===== src/core/tcm_pkg.sv =====
`default_nettype none
package tcm_pkg;
    // ********************************************
    // Register offsets (byte addresses)
    // ********************************************
    localparam logic [3:0] TCM_CTRL_OFS  = 4'h0;
    localparam logic [3:0] TCM_COUNT_OFS = 4'h4;
    localparam logic [3:0] TCM_CMPA_OFS  = 4'h8;
    localparam logic [3:0] TCM_FLAG_OFS  = 4'hc;
    // ********************************************
    // Control and flag field positions
    // ********************************************
    localparam int TCM_ACT_LSB  = 0;
    localparam int TCM_MODE_LSB = 2;
    localparam int TCM_CS_LSB   = 5;
    localparam int TCM_FOC_BIT  = 8;
    localparam int TCM_DIR_BIT  = 9;
    localparam int TCM_PORT_BIT = 10;
    localparam int TCM_OVF_BIT  = 0;
    localparam int TCM_CMPF_BIT = 1;
    localparam int TCM_OUT_BIT  = 2;
    // ********************************************
    // Modes and reset values
    // ********************************************
    localparam logic [2:0] TCM_MODE_NORMAL = 3'h0;
    localparam logic [2:0] TCM_MODE_CLEAR  = 3'h2;
    localparam logic [7:0] TCM_COUNT_RST   = 8'h00;
    localparam logic [7:0] TCM_CMPA_RST    = 8'h00;
    localparam logic [7:0] TCM_COUNT_MAX   = 8'hff;
    localparam logic [1:0] TCM_ACT_TOGGLE  = 2'h1;
    localparam logic [1:0] TCM_ACT_CLEAR   = 2'h2;
    localparam logic [1:0] TCM_ACT_SET     = 2'h3;
endpackage
`default_nettype wire


===== src/core/tcm_timer.sv =====
// Behaviour
// - Action field picks latch state at next match and pin source
// - Reset clears the waveform output latch to zero
// - Nonzero action field replaces port value with latch; direction bit unchanged
// - Latch reaches pin only when direction bit selects output
// - Override depends only on action field, not on mode
// - Zero action field leaves latch unchanged at matches
// - New action value first acts at next match, not at write
// - Force strobe applies action immediately in non-PWM modes
// - Mode select alone picks counting; action field only shapes output
// - Normal mode counts up, wraps 0xff to 0x00, never match-cleared
// - Normal mode sets overflow flag when count wraps from 0xff to zero
// - Overflow interrupt service clears overflow flag in hardware
// - Normal mode accepts count writes any time
// - Clear-on-match mode clears counter when it equals compare A
// - Compare A flag marks each time counter reaches top
// - Compare A unbuffered; a value below count misses until wrap
// - Action 1 in clear-on-match mode toggles latch each match
// - Toggle frequency is clk over 2*N*(1+compare)
// - Clear-on-match mode sets overflow flag on max to zero
// - Compare flag sets one tick after match; clears by service or one
// - Count write blocks compare matches in the following timer tick
// - Clock select zero stops counter; processor write beats counting
`default_nettype none
module tcm_timer
    import tcm_pkg::*;
(
    input  wire logic        ref_clk_i,
    input  wire logic        rst_n_i,
    input  wire logic        tick_i,
    input  wire logic        ovf_ack_i,
    input  wire logic        cmpa_ack_i,
    input  wire logic        wb_cyc_i,
    input  wire logic        wb_stb_i,
    input  wire logic        wb_we_i,
    input  wire logic [3:0]  wb_adr_i,
    input  wire logic [3:0]  wb_sel_i,
    input  wire logic [31:0] wb_dat_i,
    output logic      [31:0] wb_dat_o,
    output logic             wb_ack_o,
    output logic             pin_o,
    output logic             pin_oe_o,
    output logic             overflow_flag_o,
    output logic             compare_a_flag_o
);
    // ********************************************
    // Register state
    // ********************************************
    logic [1:0]  compare_a_output_action_r;
    logic [2:0]  waveform_mode_select_r;
    logic [2:0]  clock_source_select_r;
    logic        waveform_pin_direction_bit_r;
    logic        port_value_r;
    logic [7:0]  count_value_r;
    logic [7:0]  compare_a_value_r;
    logic        overflow_flag_r;
    logic        compare_a_flag_r;
    logic        waveform_output_latch_r;
    logic        match_pend_r;
    logic        block_r;
    logic [31:0] rd_data;
    logic        wr;
    logic        run;
    logic        match;
    logic        force_compare_strobe;
    logic        ovf_evt;
    logic [7:0]  count_nxt;
    logic        cnt_wr;
    logic [7:0]  wr_byte;

    // ********************************************
    // Wishbone slave, one wait state free ack
    // ********************************************
    assign wr = wb_cyc_i && wb_stb_i && wb_we_i && !wb_ack_o;
    assign force_compare_strobe = wr && wb_adr_i == TCM_CTRL_OFS && wb_sel_i[1]
                                  && wb_dat_i[TCM_FOC_BIT];
    // Strobe acts with the action held before this write, not the one it carries
    assign cnt_wr  = wr && wb_adr_i == TCM_COUNT_OFS && wb_sel_i[0];
    assign wr_byte = wb_dat_i[7:0];

    always_ff @(posedge ref_clk_i or negedge rst_n_i)
    begin
        if (!rst_n_i)
            wb_ack_o <= 1'b0;
        else
            wb_ack_o <= wb_cyc_i && wb_stb_i && !wb_ack_o;
    end

    always_comb
    begin
        rd_data = 32'h0000_0000;
        unique case (wb_adr_i)
            TCM_CTRL_OFS:
            begin
                rd_data[TCM_ACT_LSB +: 2]  = compare_a_output_action_r;
                rd_data[TCM_MODE_LSB +: 3] = waveform_mode_select_r;
                rd_data[TCM_CS_LSB +: 3]   = clock_source_select_r;
                rd_data[TCM_DIR_BIT]       = waveform_pin_direction_bit_r;
                rd_data[TCM_PORT_BIT]      = port_value_r;
            end
            TCM_COUNT_OFS: rd_data[7:0] = count_value_r;
            TCM_CMPA_OFS:  rd_data[7:0] = compare_a_value_r;
            TCM_FLAG_OFS:
            begin
                rd_data[TCM_OVF_BIT]  = overflow_flag_r;
                rd_data[TCM_CMPF_BIT] = compare_a_flag_r;
                rd_data[TCM_OUT_BIT]  = waveform_output_latch_r;
            end
            default: rd_data = 32'h0000_0000;
        endcase
    end

    always_ff @(posedge ref_clk_i or negedge rst_n_i)
    begin
        if (!rst_n_i)
            wb_dat_o <= 32'h0000_0000;
        else if (wb_cyc_i && wb_stb_i && !wb_we_i && !wb_ack_o)
            wb_dat_o <= rd_data;
    end

    // Action field change alone never touches the latch
    always_ff @(posedge ref_clk_i or negedge rst_n_i)
    begin
        if (!rst_n_i)
        begin
            compare_a_output_action_r    <= 2'h0;
            waveform_mode_select_r       <= TCM_MODE_NORMAL;
            clock_source_select_r        <= 3'h0;
            waveform_pin_direction_bit_r <= 1'b0;
            port_value_r                 <= 1'b0;
        end
        else if (wr && wb_adr_i == TCM_CTRL_OFS)
        begin
            if (wb_sel_i[0])
            begin
                compare_a_output_action_r <= wb_dat_i[TCM_ACT_LSB +: 2];
                waveform_mode_select_r    <= wb_dat_i[TCM_MODE_LSB +: 3];
                clock_source_select_r     <= wb_dat_i[TCM_CS_LSB +: 3];
            end
            if (wb_sel_i[1])
            begin
                waveform_pin_direction_bit_r <= wb_dat_i[TCM_DIR_BIT];
                port_value_r                 <= wb_dat_i[TCM_PORT_BIT];
            end
        end
    end

    // Unbuffered: a new top below the count is missed until wrap
    always_ff @(posedge ref_clk_i or negedge rst_n_i)
    begin
        if (!rst_n_i)
            compare_a_value_r <= TCM_CMPA_RST;
        else if (wr && wb_adr_i == TCM_CMPA_OFS && wb_sel_i[0])
            compare_a_value_r <= wb_dat_i[7:0];
    end

    // ********************************************
    // Counter
    // ********************************************
    assign run   = tick_i && clock_source_select_r != 3'h0;
    assign match = count_value_r == compare_a_value_r && !block_r;

    always_comb
    begin
        // A blocked match must not clear the counter either
        if (waveform_mode_select_r == TCM_MODE_CLEAR && match)
            count_nxt = TCM_COUNT_RST;
        else
            count_nxt = count_value_r + 8'h01;
    end
    assign ovf_evt = run && count_value_r == TCM_COUNT_MAX && count_nxt == 8'h00;

    always_ff @(posedge ref_clk_i or negedge rst_n_i)
    begin
        if (!rst_n_i)
            count_value_r <= TCM_COUNT_RST;
        else if (wr && wb_adr_i == TCM_COUNT_OFS && wb_sel_i[0])
            count_value_r <= wb_dat_i[7:0];
        else if (run)
            count_value_r <= count_nxt;
    end

    // Block lasts until one timer tick passes, even while stopped
    always_ff @(posedge ref_clk_i or negedge rst_n_i)
    begin
        if (!rst_n_i)
            block_r <= 1'b0;
        else if (wr && wb_adr_i == TCM_COUNT_OFS && wb_sel_i[0])
            block_r <= 1'b1;
        else if (tick_i)
            block_r <= 1'b0;
    end

    // ********************************************
    // Flags; set wins over clear
    // ********************************************
    always_ff @(posedge ref_clk_i or negedge rst_n_i)
    begin
        if (!rst_n_i)
            match_pend_r <= 1'b0;
        else if (tick_i)
            match_pend_r <= match && clock_source_select_r != 3'h0;
    end

    always_ff @(posedge ref_clk_i or negedge rst_n_i)
    begin
        if (!rst_n_i)
            overflow_flag_r <= 1'b0;
        else if (ovf_evt)
            overflow_flag_r <= 1'b1;
        else if (ovf_ack_i || (wr && wb_adr_i == TCM_FLAG_OFS && wb_sel_i[0]
                 && wb_dat_i[TCM_OVF_BIT]))
            overflow_flag_r <= 1'b0;
    end

    always_ff @(posedge ref_clk_i or negedge rst_n_i)
    begin
        if (!rst_n_i)
            compare_a_flag_r <= 1'b0;
        else if (tick_i && match_pend_r)
            compare_a_flag_r <= 1'b1;
        else if (cmpa_ack_i || (wr && wb_adr_i == TCM_FLAG_OFS && wb_sel_i[0]
                 && wb_dat_i[TCM_CMPF_BIT]))
            compare_a_flag_r <= 1'b0;
    end

    // ********************************************
    // Waveform output latch and pin
    // ********************************************
    // Toggle on each match gives clk/(2*N*(1+compare))
    always_ff @(posedge ref_clk_i or negedge rst_n_i)
    begin
        if (!rst_n_i)
            waveform_output_latch_r <= 1'b0;
        else if ((run && match) || force_compare_strobe)
        begin
            unique case (compare_a_output_action_r)
                TCM_ACT_TOGGLE: waveform_output_latch_r <= !waveform_output_latch_r;
                TCM_ACT_CLEAR:  waveform_output_latch_r <= 1'b0;
                TCM_ACT_SET:    waveform_output_latch_r <= 1'b1;
                default:        waveform_output_latch_r <= waveform_output_latch_r;
            endcase
        end
    end

    // Mode is not looked at here on purpose
    assign pin_o = (compare_a_output_action_r != 2'h0) ? waveform_output_latch_r
                                                       : port_value_r;
    assign pin_oe_o = waveform_pin_direction_bit_r;
    assign overflow_flag_o  = overflow_flag_r;
    assign compare_a_flag_o = compare_a_flag_r;
endmodule
`default_nettype wire


===== config.mk =====
export PLATFORM = sky130hd
export DESIGN_NAME = tcm_timer
export DESIGN_NICKNAME = d
export VERILOG_FILES = /design/src/core/tcm_pkg.sv /design/src/core/tcm_timer.sv
export SDC_FILE = /design/constraint.sdc
export NUM_CORES = 1
export LEC_CHECK = 0
export ABC_AREA = 1
export BUFFER_PORTS_ARGS = -buffer_cell sky130_fd_sc_hd__buf_2
export CAP_MARGIN = 20
export CORE_UTILIZATION = 45
export DETAILED_ROUTE_END_ITERATION = 12
export PLACE_DENSITY = 0.73
export REMOVE_ABC_BUFFERS = 1
export SYNTH_ARGS = -nofsm -noshare
export SYNTH_HDL_FRONTEND = slang
export SYNTH_SLANG_ARGS = --single-unit
export TNS_END_PERCENT = 1

===== constraint.sdc =====
create_clock -name ref_clk_i -period 1.51 [get_ports ref_clk_i]
set_input_delay 0.2265 -clock ref_clk_i [delete_from_list [all_inputs] [get_ports ref_clk_i]]
set_output_delay 0.2265 -clock ref_clk_i [all_outputs]
set_load 0.02 [all_outputs]

==> results.yml <==
cells_and_area:
  nets: 413
  mostFrequentLayoutCells: "nand2_1 (71), dfrtp_1 (40), buf_2 (39), inv_1 (38), o21ai_0 (33)"
  final_common_cell: "nand2_1"
  fin_util_pct: 55.4
  drive_above_1_share_pct: 25.8
  instances_no_fill: 434
  diodes: 0
  syn_to_final_growth_pct: 18.5
critical_path:
  path_max_fanout: 5
  start_kind: "flip-flop"
  end_kind: "flip-flop"
  critPathRequiredTime_ps: 1740
  critPathKind: "reg -> reg"
  cp.arrival_ps: 1680
yosys:
  synth_top_family_by_area: "simple AND/OR/NAND/NOR gates"
  syn_inst: 305
  synth_xor_area_share_pct: 1.10
  synth_cell_types: 35
  synth.area.mux_share_pct: 0
  synthAdderAreaFrac_pct: 0.524
  synth_area_per_cell_um2: 7.83
  ys_seq_area_share_pct: 44.0
  netlist_area_um2: 2390
  synth-compound-area-share_pct: 14.7
  synth_edf_count: 0
  synth-seq-cells: 42
  ys.flop_type: "dfrtp_1"
  synthArstFlopShare_pct: 100
  synth_warnings: 0
  synthSimpleGateAreaFrac_pct: 24.5
routing:
  drc: 0
  drt_iter0_drc: 142
  vias: 2110
  drt-total-wl_um: 5410
  wl_per_cell_um: 12.5
  ant_nets: 0
  dr.pass1.iters: 4
  drt-vias-per-instance: 4.86
global_route:
  grt_pass1_vias: 1903
  gr-usage-all-layers_pct: 20.8
  antenna_found_initial: 0
  grt_overflow: 0
  grt_pass1_wl_um: 8690
  grt_start_max_net_pins: 25
sta:
  fin_crit_sh_pct: 95.7
  fin_ws_ps: 64.6
  setup_viol: 0
  fmax_ghz: 0.692
  hold_viol_final: 0
  skew_ps: 5.91
  rsz0062_at_grt: "true"
  min_period_ps: 1450
  drv_slew: 0
  tns_ps: 0
  hold_ws_ps: 133
placed_design:
  dp_slack_ps: 42.0
  port_buffers: 39
  dpl.cell_count: 422
  dp_hpwl_um: 4100
  gp_congestion: 0.987
cts:
  cts_made_buffers: 5
  clk_path_buf_depth: 2
  cts_root_buf: "clkbuf_8"
  h-tree-depth: 2
  cts.sinks: 42
  cts_tree: "yes"
  clk_latency_ps: 300
  clk_pin_slew_ps: 80
floorplanning:
  die_h_um: 74.9
  rows: 26
  core_area_um2: 5110
  die-area_um2: 5600
  start_util_pct: 46.8
  pin_count: 85
  fp.dieW_um: 74.9
status:
  outcome: "complete, no violations"
power:
  p_leak_nw: 1.50
  peakVddDrop_mv: 0.499
  p_per_area_nw_per_um2: 1100
run:
  cap_violations: 0
worst_hold_path:
  hold_path.class: "in -> reg"
[path summary, 6_finish.rpt]
path                                   from                        to  slack, ps  cells past startpoint
hold reg to reg                 wb_dat_o[3]               wb_dat_o[3]        490                      2
setup reg to reg           count_value_r[7]           overflow_flag_o         60                     10
setup / recovery           count_value_r[7]           overflow_flag_o         60                     10
hold / removal                       tick_i              match_pend_r        130                      2
min in group asynchronous           rst_n_i  clock_source_select_r[0]        410                      2
max in group asynchronous           rst_n_i          count_value_r[2]        620                      3
[cells in the mapped netlist (2+ instances only)]
master | number | area (um2)
a21oi_1 | 9 | 45.0
buf_2 | 2 | 10.0
buf_4 | 23 | 173
dfrtp_1 | 42 | 1050
inv_1 | 40 | 150
inv_2 | 5 | 18.8
nand2_1 | 74 | 278
nand2_2 | 2 | 12.5
nand2_4 | 3 | 33.8
nand3_1 | 16 | 80.1
nand4_1 | 5 | 31.3
nor2_1 | 11 | 41.3
nor2_2 | 2 | 12.5
nor2_4 | 2 | 22.5
nor3_1 | 3 | 15.0
o21ai_0 | 34 | 170
o21ai_1 | 4 | 20.0
o221ai_1 | 5 | 43.8
o22ai_1 | 5 | 31.3
or2_2 | 2 | 12.5
xor2_1 | 2 | 17.5
[final cells by class]
| type | count | area (um2) |
|---|---|---|
| Fill cell | 539 | 2280 |
| Tap cell | 70 | 87.6 |
| Timing Repair Buffer | 56 | 338 |
| Clock buffer | 7 | 76.3 |
| Multi-Input combinational cell | 213 | 1100 |
| Sequential cell | 42 | 1050 |
| Inverter | 46 | 174 |
[per-layer routing]
layer,global-route usage [%],routed length [um],vias to the layer above
met5,0,0,-
met4,8.81,53,0
met3,4.82,301,5
met2,33.0,2590,74
met1,27.4,2470,966
li1,-,-,1065
[power by group]
part / internal [mW] / switching (mW) / total [mW]
sequential: 1.27 / 0.145 / 1.41
clock: 0.318 / 0.359 / 0.677
combinational: 0.417 / 0.618 / 1.04
[through the flow]
stage	area, um2	power [mW]
floorplan	2280	2.05
global placement	2670	2.31
detailed placement	2670	2.32
CTS	2760	3.00
global route	2830	3.31
finish	2830	3.12
[registers in the layout, indices dropped and copies added, names as in the netlist]
signal / cells
waveform_mode_select_r: 3
wb_ack_o: 1
count_value_r: 8
overflow_flag_o: 1
port_value_r: 1
block_r: 1
compare_a_flag_o: 1
clock_source_select_r: 3
compare_a_value_r: 8
waveform_output_latch_r: 1
wb_dat_o: 10
match_pend_r: 1
compare_a_output_action_r: 2
pin_oe_o: 1
[worst max-delay path, cell delays in order, from the launching register on]
cell and delay [ps]:
dfrtp_1 430, inv_2 70, nand2_1 60, nand2_1 40, inv_1 50, nand3_2 90, nor2_4 190, nand3_4 120
o31ai_1 100, nand3_1 150, nand2_1 90
[logic make-up after synthesis]
logic type                 count (synthesis)
other                                      1
buffers and inverters                     72
AOI/OAI and AO/OA                         62
xor gates and xnor gates                   3
adders and majority gates                  1
and+or+nand+nor                          124
DFF                                       42
[what timing repair did]
item,4_1_cts,5_1_grt
resized for setup,0,14
setup endpoints to repair,0,14
hold buffers,1,0
setup buffers,0,3
hold endpoints to repair,18,0
No activity file was read; power rests on OpenSTA's default activity.
